[src/pbm_pkg.sv]
// Package for the basic management register block
package pbm_pkg;
  // ********************************************************************
  // Register indexes
  // ********************************************************************
  localparam logic [4:0] PBM_REG_CONTROL = 5'h00;
  localparam logic [4:0] PBM_REG_STATUS  = 5'h01;
  localparam logic [4:0] PBM_REG_ID_HIGH = 5'h02;
  localparam logic [4:0] PBM_REG_ID_LOW  = 5'h03;
  // ********************************************************************
  // Control field positions
  // ********************************************************************
  localparam int PBM_CTL_RESET    = 15;
  localparam int PBM_CTL_LOOPBACK = 14;
  localparam int PBM_CTL_SPEED    = 13;
  localparam int PBM_CTL_ANEG_EN  = 12;
  localparam int PBM_CTL_PWRDN    = 11;
  localparam int PBM_CTL_RESTART  = 9;
  localparam int PBM_CTL_DUPLEX   = 8;
  // ********************************************************************
  // Status field positions
  // ********************************************************************
  localparam int PBM_STS_ABIL_HI  = 15;
  localparam int PBM_STS_ABIL_LO  = 11;
  localparam int PBM_STS_PRE_SUP  = 6;
  localparam int PBM_STS_ANEG_OK  = 5;
  localparam int PBM_STS_RFAULT   = 4;
  localparam int PBM_STS_NO_FAIL  = 3;
  localparam int PBM_STS_LINK     = 2;
  localparam int PBM_STS_JABBER   = 1;
  localparam int PBM_STS_EXT_CAP  = 0;
  // ********************************************************************
  // Reset values and fixed fields
  // ********************************************************************
  localparam logic       PBM_RST_LOOPBACK = 1'b0;
  localparam logic       PBM_RST_SPEED    = 1'b1;
  localparam logic       PBM_RST_ANEG_EN  = 1'b1;
  localparam logic       PBM_RST_PWRDN    = 1'b0;
  localparam logic       PBM_RST_DUPLEX   = 1'b1;
  localparam logic       PBM_RST_NO_FAIL  = 1'b1;
  localparam logic [4:0] PBM_ABILITY      = 5'h0F;
  // ********************************************************************
  // Frame layout
  // ********************************************************************
  localparam logic [1:0] PBM_ST_CODE      = 2'h1;
  localparam logic [1:0] PBM_OP_WRITE     = 2'h1;
  localparam logic [1:0] PBM_OP_READ      = 2'h2;
  localparam logic [5:0] PBM_PREAMBLE_MIN = 6'h20;
  localparam int         PBM_SYNC_STAGES  = 2;
endpackage

[src/pbm_mgmt_regs.sv]
// Basic control, status and identifier registers behind the serial port
//
// Summary of operation
// - Writing control bit 15 restores defaults; bit self-clears and reads zero.
// - Control bit 14 loops transmit nibbles back to the receive path.
// - Control bit 13 selects 100Mbps when one, 10Mbps when zero; resets one.
// - In fiber mode the speed bit reads one and ignores writes.
// - In fiber mode negotiation enable reads zero and ignores writes.
// - With negotiation on, the speed bit still drives speed; duplex follows the resolved value once done; enable resets one.
// - Writing one to control bit 9 restarts negotiation unless bit 15 is also set; resets zero.
// - Bit 8 forces duplex when negotiation off; reports resolved duplex after.
// - Status bits 15..11 are fixed abilities; T4 zero, other four one.
// - Status bit 5 shows negotiation complete; resets zero.
// - Status bit 4 latches remote fault, clears on read; fiber shows far-end fault.
// - Status bit 3 reads one until a link failure occurs; resets one.
// - Status bit 2 shows valid link; resets zero.
// - Status bit 1 shows jabber detected; resets zero.
// - Status bit 0 always reads one.
// - The five-bit management address is captured from straps on the first clock after reset release.
`timescale 1ns/1ps
module pbm_mgmt_regs #(
  parameter logic [15:0] ID_HIGH_VALUE = 16'h1234, // Arbitrary value
  parameter logic [15:0] ID_LOW_VALUE  = 16'h5678  // Arbitrary value
) (
  input  wire logic       sys_clk_i,
  input  wire logic       rstn_i,
  input  wire logic       mdc_i,
  input  wire logic       mdio_i,
  output logic            mdio_o,
  output logic            mdio_oe_o,
  input  wire logic [4:0] mgmt_address_strap_i,
  input  wire logic       fiber_mode_i,
  input  wire logic       aneg_done_i,
  input  wire logic       aneg_duplex_i,
  input  wire logic       remote_fault_i,
  input  wire logic       link_up_i,
  input  wire logic       jabber_i,
  output logic            loopback_o,
  output logic            speed_100_o,
  output logic            full_duplex_o,
  output logic            aneg_enable_o,
  output logic            aneg_restart_o,
  output logic            power_down_o,
  output logic [4:0]      mgmt_address_o
);
  import pbm_pkg::*;

  // ********************************************************************
  // Input synchronisers
  // ********************************************************************
  logic mdc_s;
  logic mdio_s;
  logic fiber_s;
  logic done_s;
  logic adup_s;
  logic rflt_s;
  logic link_s;
  logic jab_s;

  localparam int NSYNC = 8;
  logic [NSYNC-1:0] sync_in;
  logic [NSYNC-1:0] sync_out;
  assign sync_in = {mdc_i, mdio_i, fiber_mode_i, aneg_done_i,
                    aneg_duplex_i, remote_fault_i, link_up_i, jabber_i};
  assign {mdc_s, mdio_s, fiber_s, done_s, adup_s, rflt_s, link_s, jab_s}
    = sync_out;

  genvar gi;
  generate
    for (gi = 0; gi < NSYNC; gi++) begin : g_sync
      pbm_sync u_sync (
        .sys_clk_i (sys_clk_i),
        .rstn_i    (rstn_i),
        .async_i   (sync_in[gi]),
        .sync_o    (sync_out[gi])
      );
    end
  endgenerate

  // ********************************************************************
  // Address strap capture after reset release
  // ********************************************************************
  logic       strap_done_r;
  logic [4:0] addr_r;

  always_ff @(posedge sys_clk_i or negedge rstn_i) begin
    if (!rstn_i) begin
      strap_done_r <= 1'b0;
      addr_r       <= 5'h00;
    end else if (!strap_done_r) begin
      strap_done_r <= 1'b1;
      addr_r       <= mgmt_address_strap_i;
    end
  end
  assign mgmt_address_o = addr_r;

  // ********************************************************************
  // Clock edge detect
  // ********************************************************************
  logic mdc_d_r;
  logic mdc_rise;
  logic mdc_fall;

  always_ff @(posedge sys_clk_i or negedge rstn_i) begin
    if (!rstn_i) begin
      mdc_d_r <= 1'b0;
    end else begin
      mdc_d_r <= mdc_s;
    end
  end
  assign mdc_rise = mdc_s & ~mdc_d_r;
  assign mdc_fall = ~mdc_s & mdc_d_r;

  // ********************************************************************
  // Frame state machine
  // ********************************************************************
  typedef enum logic [5:0] {
    ST_IDLE = 6'b000001,
    ST_HEAD = 6'b000010,
    ST_TA   = 6'b000100,
    ST_RDAT = 6'b001000,
    ST_WDAT = 6'b010000,
    ST_SKIP = 6'b100000
  } pbm_state_type;

  pbm_state_type state_r;
  logic [5:0]    pre_cnt_r;
  logic          pre_ok_r;
  logic [4:0]    bit_cnt_r;
  logic [13:0]   head_r;
  logic [15:0]   shift_r;
  logic [4:0]    reg_r;
  logic          wr_strobe;
  logic          rd_strobe;
  logic [15:0]   rd_data;
  logic [13:0]   head_nxt;

  assign head_nxt = {head_r[12:0], mdio_s};

  always_ff @(posedge sys_clk_i or negedge rstn_i) begin
    if (!rstn_i) begin
      pre_cnt_r <= 6'h00;
      pre_ok_r  <= 1'b0;
    end else if (mdc_rise && state_r == ST_IDLE) begin
      if (!mdio_s) begin
        pre_cnt_r <= 6'h00;
      end else if (pre_cnt_r != PBM_PREAMBLE_MIN) begin
        pre_cnt_r <= pre_cnt_r + 6'h01;
      end
      if (pre_cnt_r == PBM_PREAMBLE_MIN) begin
        pre_ok_r <= 1'b1;
      end
    end
  end

  always_ff @(posedge sys_clk_i or negedge rstn_i) begin
    if (!rstn_i) begin
      state_r   <= ST_IDLE;
      bit_cnt_r <= 5'h00;
      head_r    <= 14'h0000;
      reg_r     <= 5'h00;
      shift_r   <= 16'h0000;
      mdio_o    <= 1'b0;
      mdio_oe_o <= 1'b0;
    end else begin
      if (mdc_rise) begin
        case (state_r)
          ST_IDLE: begin
            // Start bit 0 after idle ones; later frames need no preamble
            if (!mdio_s && (pre_ok_r || pre_cnt_r == PBM_PREAMBLE_MIN)) begin
              head_r    <= 14'h0000;
              bit_cnt_r <= 5'h00;
              state_r   <= ST_HEAD;
            end
          end
          ST_HEAD: begin
            head_r    <= head_nxt;
            bit_cnt_r <= bit_cnt_r + 5'h01;
            if (bit_cnt_r == 5'h0C) begin
              reg_r <= head_nxt[4:0];
              if (head_nxt[12] != PBM_ST_CODE[0]
                  || head_nxt[9:5] != addr_r) begin
                state_r <= ST_SKIP;
              end else begin
                state_r <= ST_TA;
              end
              bit_cnt_r <= 5'h00;
            end
          end
          ST_TA: begin
            bit_cnt_r <= 5'h00;
            if (head_r[11:10] == PBM_OP_READ) begin
              shift_r <= rd_data;
              state_r <= ST_RDAT;
            end else begin
              state_r <= ST_WDAT;
            end
          end
          ST_RDAT: begin
            bit_cnt_r <= bit_cnt_r + 5'h01;
            if (bit_cnt_r == 5'h10) begin
              state_r <= ST_IDLE;
            end
          end
          ST_WDAT: begin
            shift_r   <= {shift_r[14:0], mdio_s};
            bit_cnt_r <= bit_cnt_r + 5'h01;
            if (bit_cnt_r == 5'h10) begin
              state_r <= ST_IDLE;
            end
          end
          ST_SKIP: begin
            bit_cnt_r <= bit_cnt_r + 5'h01;
            if (bit_cnt_r == 5'h11) begin
              state_r <= ST_IDLE;
            end
          end
          default: state_r <= ST_IDLE;
        endcase
      end
      // Drive read data on falling clock, zero during second turnaround bit
      if (mdc_fall) begin
        if (state_r == ST_RDAT && bit_cnt_r < 5'h10) begin
          mdio_oe_o <= 1'b1;
          mdio_o    <= (bit_cnt_r == 5'h00) ? 1'b0 : shift_r[15];
          if (bit_cnt_r != 5'h00) begin
            shift_r <= {shift_r[14:0], 1'b0};
          end
        end else if (state_r == ST_RDAT && bit_cnt_r == 5'h10) begin
          mdio_o <= shift_r[15];
        end else begin
          mdio_oe_o <= 1'b0;
          mdio_o    <= 1'b0;
        end
      end
    end
  end

  // Write lands after the sixteenth data bit; read snapshot at turnaround
  assign wr_strobe = mdc_rise && state_r == ST_WDAT && bit_cnt_r == 5'h10
                     && head_r[11:10] == PBM_OP_WRITE;
  assign rd_strobe = mdc_rise && state_r == ST_TA
                     && head_r[11:10] == PBM_OP_READ;

  // ********************************************************************
  // Control register
  // ********************************************************************
  logic [15:0] wdata;
  logic        ctl_wr;
  logic        soft_reset;
  logic        restart_r;

  assign wdata      = {shift_r[14:0], mdio_s};
  assign ctl_wr     = wr_strobe && reg_r == PBM_REG_CONTROL;
  assign soft_reset = ctl_wr && wdata[PBM_CTL_RESET];

  always_ff @(posedge sys_clk_i or negedge rstn_i) begin
    if (!rstn_i) begin
      loopback_o    <= PBM_RST_LOOPBACK;
      speed_100_o   <= PBM_RST_SPEED;
      aneg_enable_o <= PBM_RST_ANEG_EN;
      power_down_o  <= PBM_RST_PWRDN;
      full_duplex_o <= PBM_RST_DUPLEX;
    end else if (soft_reset) begin
      loopback_o    <= PBM_RST_LOOPBACK;
      speed_100_o   <= PBM_RST_SPEED;
      aneg_enable_o <= PBM_RST_ANEG_EN;
      power_down_o  <= PBM_RST_PWRDN;
      full_duplex_o <= PBM_RST_DUPLEX;
    end else begin
      if (ctl_wr) begin
        loopback_o   <= wdata[PBM_CTL_LOOPBACK];
        power_down_o <= wdata[PBM_CTL_PWRDN];
        if (!fiber_s) begin
          speed_100_o   <= wdata[PBM_CTL_SPEED];
          aneg_enable_o <= wdata[PBM_CTL_ANEG_EN];
        end
        full_duplex_o <= wdata[PBM_CTL_DUPLEX];
      end else if (aneg_enable_o && done_s) begin
        full_duplex_o <= adup_s;
      end
      if (fiber_s) begin
        speed_100_o   <= 1'b1;
        aneg_enable_o <= 1'b0;
      end
    end
  end

  always_ff @(posedge sys_clk_i or negedge rstn_i) begin
    if (!rstn_i) begin
      restart_r <= 1'b0;
    end else begin
      restart_r <= ctl_wr && !soft_reset && wdata[PBM_CTL_RESTART];
    end
  end
  assign aneg_restart_o = restart_r;

  // ********************************************************************
  // Status latches
  // ********************************************************************
  logic rfault_r;
  logic no_fail_r;
  logic sts_rd;
  logic link_was_up_r;

  assign sts_rd = rd_strobe && reg_r == PBM_REG_STATUS;

  always_ff @(posedge sys_clk_i or negedge rstn_i) begin
    if (!rstn_i) begin
      rfault_r  <= 1'b0;
      no_fail_r <= PBM_RST_NO_FAIL;
    end else if (soft_reset) begin
      rfault_r  <= 1'b0;
      no_fail_r <= PBM_RST_NO_FAIL;
    end else begin
      if (rflt_s) begin
        rfault_r <= 1'b1;
      end else if (sts_rd) begin
        rfault_r <= 1'b0;
      end
      if (!link_s && link_was_up_r) begin
        no_fail_r <= 1'b0;
      end
    end
  end

  always_ff @(posedge sys_clk_i or negedge rstn_i) begin
    if (!rstn_i) begin
      link_was_up_r <= 1'b0;
    end else begin
      link_was_up_r <= link_s;
    end
  end

  // ********************************************************************
  // Read multiplexer
  // ********************************************************************
  always_comb begin
    rd_data = 16'h0000;
    case (reg_r)
      PBM_REG_CONTROL: begin
        rd_data[PBM_CTL_LOOPBACK] = loopback_o;
        rd_data[PBM_CTL_SPEED]    = speed_100_o | fiber_s;
        rd_data[PBM_CTL_ANEG_EN]  = aneg_enable_o & ~fiber_s;
        rd_data[PBM_CTL_PWRDN]    = power_down_o;
        rd_data[PBM_CTL_DUPLEX]   = full_duplex_o;
      end
      PBM_REG_STATUS: begin
        rd_data[PBM_STS_ABIL_HI:PBM_STS_ABIL_LO] = PBM_ABILITY;
        rd_data[PBM_STS_PRE_SUP] = 1'b1;
        rd_data[PBM_STS_ANEG_OK] = done_s;
        rd_data[PBM_STS_RFAULT]  = rfault_r | rflt_s;
        rd_data[PBM_STS_NO_FAIL] = no_fail_r;
        rd_data[PBM_STS_LINK]    = link_s;
        rd_data[PBM_STS_JABBER]  = jab_s;
        rd_data[PBM_STS_EXT_CAP] = 1'b1;
      end
      PBM_REG_ID_HIGH: rd_data = ID_HIGH_VALUE;
      PBM_REG_ID_LOW:  rd_data = ID_LOW_VALUE;
      default:         rd_data = 16'h0000;
    endcase
  end
endmodule

[src/pbm_sync.sv]
// Two flip-flop synchroniser for one level
`timescale 1ns/1ps
module pbm_sync (
  input  wire logic sys_clk_i,
  input  wire logic rstn_i,
  input  wire logic async_i,
  output logic      sync_o
);
  logic meta_r;

  always_ff @(posedge sys_clk_i or negedge rstn_i) begin
    if (!rstn_i) begin
      meta_r <= 1'b0;
      sync_o <= 1'b0;
    end else begin
      meta_r <= async_i;
      sync_o <= meta_r;
    end
  end
endmodule

[config.mk]
export PLATFORM = sky130hd
export DESIGN_NAME = pbm_mgmt_regs
export DESIGN_NICKNAME = d
export VERILOG_FILES = /design/src/pbm_pkg.sv /design/src/pbm_mgmt_regs.sv /design/src/pbm_sync.sv
export SDC_FILE = /design/constraint.sdc
export NUM_CORES = 1
export LEC_CHECK = 0
export BUFFER_PORTS_ARGS = -buffer_cell sky130_fd_sc_hd__buf_2
export CAP_MARGIN = 20
export CORE_ASPECT_RATIO = 1.1
export CORE_MARGIN = 8
export CORE_UTILIZATION = 45
export CTS_BUF_LIST = sky130_fd_sc_hd__clkbuf_16
export CTS_CLUSTER_DIAMETER = 80
export CTS_CLUSTER_SIZE = 25
export DETAILED_ROUTE_END_ITERATION = 8
export MAX_ROUTING_LAYER = met4
export PLACE_DENSITY_LB_ADDON = 0.25
export REMOVE_ABC_BUFFERS = 1
export SLEW_MARGIN = 20
export SYNTH_ARGS = -nofsm -noshare
export SYNTH_HDL_FRONTEND = slang
export SYNTH_SLANG_ARGS = --single-unit
[constraint.sdc]
create_clock -name sys_clk_i -period 4 [get_ports sys_clk_i]
set_input_delay 0.6 -clock sys_clk_i [delete_from_list [all_inputs] [get_ports sys_clk_i]]
set_output_delay 0.6 -clock sys_clk_i [all_outputs]
set_load 0.02 [all_outputs]
==> After elaboration in Yosys (flattened, before gate mapping) <==
Cells that the tools add are included.
{ "totals": {"in_bits": 15, "word_cells": 159, "reg_bits": 85, "output_inout_bits": 13} }
{ "op_classes": {"bitwise": 9, "reduce_logical": 40, "eq_ne": 23, "addsub": 2, "magnitude_cmp": 1, "muxes": 47} }
{ "ops": {"columns": ["operator", "count"], "rows": [
  ["$mux 16", 5],
  ["$mux 6", 7],
  ["$pmux 16 s2", 1],
  ["$pmux 6 s5", 1],
  ["$mux 1", 24],
  ["$pmux 12 s2", 1],
  ["$pmux 7 s3", 1],
  ["$pmux 5 s4", 1],
  ["$logic_and 1x1->1", 16],
  ["$pmux 4 s4", 1],
  ["$mux 5", 3],
  ["$eq 6x6->1 const B", 2],
  ["$mux 12", 1],
  ["$eq 5x2->1 const B", 2],
  ["$eq 5x5->1 const B", 2],
  ["$logic_not 5->1", 2],
  ["$reduce_and 3->1", 3],
  ["$reduce_bool 3->1", 3],
  ["$ne 2x2->1 const B", 4],
  ["$add 6x1->6 const B", 1],
  ["$eq 6x1->1 const B", 1],
  ["$eq 6x2->1 const B", 1],
  ["$eq 6x3->1 const B", 1],
  ["$eq 6x4->1 const B", 1],
  ["other kinds (23)", 37]
]} }

==> Depth between registers and ports, before layout <==
{ "logic_depth": {"word_depth": 10, "depth_mapped": 8, "mapped_depth_nobuf": 7} }

==> By module <==
From an unflattened synthesis, not the netlist that was laid out.
{ "unflattened": {"cells_unflattened": 343, "hier_area_um2": 3854.9} }
{ "by_module_without_submodules": {"columns": ["mod", "area_per_inst_um2", "seq_area_each_um2", "instances", "cells_per_inst"], "rows": [
  ["pbm_mgmt_regs", 3454.6, 1732.9, 1, 327],
  ["pbm_sync", 50.0, 50.0, 8, 2]
]} }

==> Least setup slack after synthesis <==
OpenSTA, ideal clock, no wires.
{ "synth_path": {"kind": "register -> register", "start": "reg bit_cnt_r[0]", "end": "reg state_r[2]", "period_less_slack_ns": 1.959, "setup_ns": 0.125, "path_slack_ns": 2.041, "required_time_ns": 3.875, "path_buffers": 0, "path_stages_with_launch": 8, "t_arrival_ns": 1.834, "cell_sequence": "dfrtp_1 inv_1 ha_1 nor3b_2 nor4b_1 a41oi_1 nand4_1 mux2_2"} }
{ "synth_between": {"elab_chain_len": 3, "word_cells_on_any_way": 7, "cone_classes": "eq/ne: 6; reduce/logical: 1"} }
{ "synth_rtl": {"columns": ["element", "line_no", "source"], "rows": [
  ["from (decl)", "pbm_mgmt_regs.sv:129", "logic [4:0] bit_cnt_r;"],
  ["from (signal assigned)", "pbm_mgmt_regs.sv:178", "bit_cnt_r <= bit_cnt_r + 5'h01;"],
  ["from (signal assigned)", "pbm_mgmt_regs.sv:200", "bit_cnt_r <= bit_cnt_r + 5'h01;"],
  ["from (signal assigned)", "pbm_mgmt_regs.sv:207", "bit_cnt_r <= bit_cnt_r + 5'h01;"],
  ["$eq 5x5->1, or another cell as far along", "pbm_mgmt_regs.sv:214", "if (bit_cnt_r == 5'h11) begin"],
  ["$ne 2x2->1 (no line) or $ne 2x1->1 (tied branches)", null, null],
  ["$reduce_and 5->1 (no line) *", null, null],
  ["to (signal assigned)", "pbm_mgmt_regs.sv:209", "state_r <= ST_IDLE;"],
  ["to (signal assigned)", "pbm_mgmt_regs.sv:215", "state_r <= ST_IDLE;"],
  ["to (signal assigned)", "pbm_mgmt_regs.sv:218", "default: state_r <= ST_IDLE;"],
  ["to (decl)", "pbm_mgmt_regs.sv:126", "pbm_state_type state_r;"]
]} }
Mark *: on every way between the ends. The rest lies on a longest branch, timed or not.
A chain may end at the register's enable or synchronous reset.

==> Final worst setup path <==
{ "layout_path": {"start": "reg g_sync[7].u_sync.sync_o", "end": "reg pre_cnt_r[5]"} }
{ "layout_between": {"elab_chain_len": 3} }
{ "layout_rtl": {"columns": ["element", "line_no", "source"], "rows": [
  ["from (decl)", "pbm_sync.sv:7", "output logic sync_o"],
  ["from (signal assigned)", "pbm_sync.sv:17", "sync_o <= meta_r;"],
  ["$and 1x1->1", "pbm_mgmt_regs.sv:111", "assign mdc_rise = mdc_s & ~mdc_d_r;"],
  ["$logic_and 1x1->1", "pbm_mgmt_regs.sv:144", "end else if (mdc_rise && state_r == ST_IDLE) begin"],
  ["$reduce_and 2->1 (no line)", null, null],
  ["to (signal assigned)", "pbm_mgmt_regs.sv:148", "pre_cnt_r <= pre_cnt_r + 6'h01;"],
  ["to (decl)", "pbm_mgmt_regs.sv:127", "logic [5:0] pre_cnt_r;"]
]} }
No other way between the ends.

==> metrics.txt <==
status=completed; #FFs+latches synth=85; post-synthesis cell count=340; Worst Setup End Kind=flop; Yosys top cell area share=0.5208; CTS clk-pin slew, worst paths=~0.060 ns; Slew Viols, Final=0; Post-CTS Setup Inserts=0; Critical Path Fanout Max=13; GRT Util Overall=0.1432; fin crit share=0.5919; Setup Skew=~0.009 ns; final WL=7.780 mm; Critical path buffers and inverters=0; hold_ws=~0.3 ns; number of I/O port buffers=27; ys async rst share=1.000; DIE AREA=between 0.01 and 0.015 mm^2; CP max stage delay=0.63 ns; Least-Margin Pin Slew=between 0.8 and 0.9 ns; Tot Pwr=slightly below 2 mW; GPL Wtd Cong=between 0.8 and 0.9; DIE WIDTH=between 100 and 150 um; sequential cell area fraction in the yosys report=0.5550; worst min path class=in -> async; Final Hold Viols=0; Clock Sinks=85; Syn Area/Cell=about 11 um^2; crit path cell chain=nor2b_1, nand3_1, or4_1, a21oi_1, a21o_1; # rows=35; reg2reg start=g_sync[7].u_sync.sync_o; Post-Syn Area=0.003844 mm^2; area leader, netlist=dfrtp_1; Slew HR=0.4130; IO Count=28; pre-CTS setup slack=1.679 ns; GR Overflow Total=0; dominant delay contributor by cell family on the critical path=simple AND/OR/NAND/NOR gates; fin util=0.5238; Synth cell types=63; final setup fails=0; vias in the first global route=between 2000 and 3000; Post-synth top cells=dfrtp_1, nand2_1, nor2_1; first-pass iteration count of the detailed router=4; DRT iter0 DRCs=174; H-tree depth=3; CTS buffer count=9; Final ANT Viol Nets=0; Startpoint Class=flop; CP Data Arrival Time=2.64 ns; Final #Nets=around 380; initial antenna violation count=0; Syn. warnings=0; RSZ-0062 raised after global routing=no; Pwr Density=~450 mW/mm^2; fin crit period=about 2.4 ns; Slowest-stage cell, CP=or4_1; cell with the most instances after synthesis=dfrtp_1; Final Worst Setup Slack=approximately 1.6 ns; Die Ht=112.9 um; Core ar.=0.008320 mm^2; Setup CP Type=reg -> reg; Filler cells=roughly 760; Skew-Pair Late Insertion Delay=0.33 ns; HPWL after DPL=between 5 and 6 mm; Layout area overhead=13.38%; largest cells by area after synthesis=dfrtp_1, mux2_2, a22o_1; Sum Neg Setup Slack=0 ns; vias per cell=5.723; # diodes=0; average wire per standard cell=about 16 um; launch point of the worst path=g_sync[7].u_sync.sync_o; largest net degree at the start of global routing=86; TritonCTS clock tree=built; IR Drop Worst-Case VDD=around 0.24 mV; Max Cap Violations=0; Starting Density=0.4620; hold_buf cts=0; residual DRC count=0; Max Buffers Root-to-Sink=2; critical path required time=4.27 ns; clk root buf=clkbuf_16; share of layout cells above drive strength 1=0.1870; Pleak=1.960 nW; Post-synth EDFFs=0; post-CTS resize count=0; Peak Freq=between 400 and 500 MHz; Main synth FF type=dfrtp_1; global-route wire length before repair=between 10 and 15 mm; Via Count=between 2000 and 3000
## final timing paths
| check | slack [ns] | depth (start not counted) | end |
|---|---|---|---|
| worst max register to register | 1.63 | 5 | pre_cnt_r[5] |
| max in group asynchronous | 3.18 | 1 | shift_r[1] |
| worst min register to register | 0.35 | 0 | g_sync[0].u_sync.sync_o |
| worst min-delay path | 0.29 | 1 | mgmt_address_o[1] |
| min in group sys_clk_i | 0.35 | 0 | g_sync[0].u_sync.sync_o |
| worst max-delay path | 1.63 | 5 | pre_cnt_r[5] |
## final cells by class
| type | count | area, um^2 | area share |
|---|---|---|---|
| clock buffer | 9 | 225.2 | 0.05168 |
| clock inverter | 7 | 73.82 | 0.01694 |
| inverter | 12 | 45.04 | 0.01034 |
| multi-input combinational | 228 | 1593 | 0.3655 |
| sequential | 85 | 2133 | 0.4895 |
| tap | 111 | 138.9 | 0.03187 |
| timing repair buffer | 28 | 148.9 | 0.03417 |
## metrics by stage
stage,area [um^2],std cells
CTS,4354,480
global route,4358,480
finish,4358,480
global placement,4055,464
floorplan,3771,325
detailed placement,4055,464
## power by group
| part | leakage [nW] | internal (mW) | switching, mW |
|---|---|---|---|
| combinational | 0.715 | 0.0723 | 0.102 |
| sequential | 1.10 | 0.905 | 0.0508 |
| clock | 0.148 | 0.487 | 0.340 |
## cell families after synthesis
group	after synthesis	synth area share
simple gates	105	0.1556
compound gates	92	0.1748
flops	85	0.5550
buf+inv	27	0.03060
mux	17	0.04850
xor+xnor	8	0.01823
fa+ha+maj	5	0.01628
other cells	1	0.0009756
## flip-flops by register name (all words and copies together) (netlist names), 5 cells and up
signal                flops
g_sync.u_sync.meta_r      8
pre_cnt_r                 6
mgmt_address_o            5
head_r                   12
reg_r                     5
g_sync.u_sync.sync_o      8
bit_cnt_r                 5
shift_r                  16
state_r                   6
## placed cells by master (no fill, tap or decap), types with 5 or more instances in the layout
cell,count
ha_1,5
dfrtp_1,80
nor2b_1,5
nand2_1,27
nor3_1,8
a221o_1,10
a22o_1,15
o21ai_0,18
dfstp_2,5
inv_1,12
mux2_2,12
xor2_1,6
a31oi_1,6
nor4_1,5
nand2b_1,5
clkbuf_16,9
buf_2,26
nand3_1,10
nor2_1,19
a21oi_1,14
## layer usage
metal | global-route usage | wire [um] | share of wire
met5 | - | 0 | 0
met4 | 0.05411 | 117 | 0.015
met3 | 0.03752 | 299 | 0.038
met2 | 0.2080 | 3529 | 0.45
met1 | 0.1885 | 3834 | 0.49
Note: power is estimated with default switching activity, not from simulation.
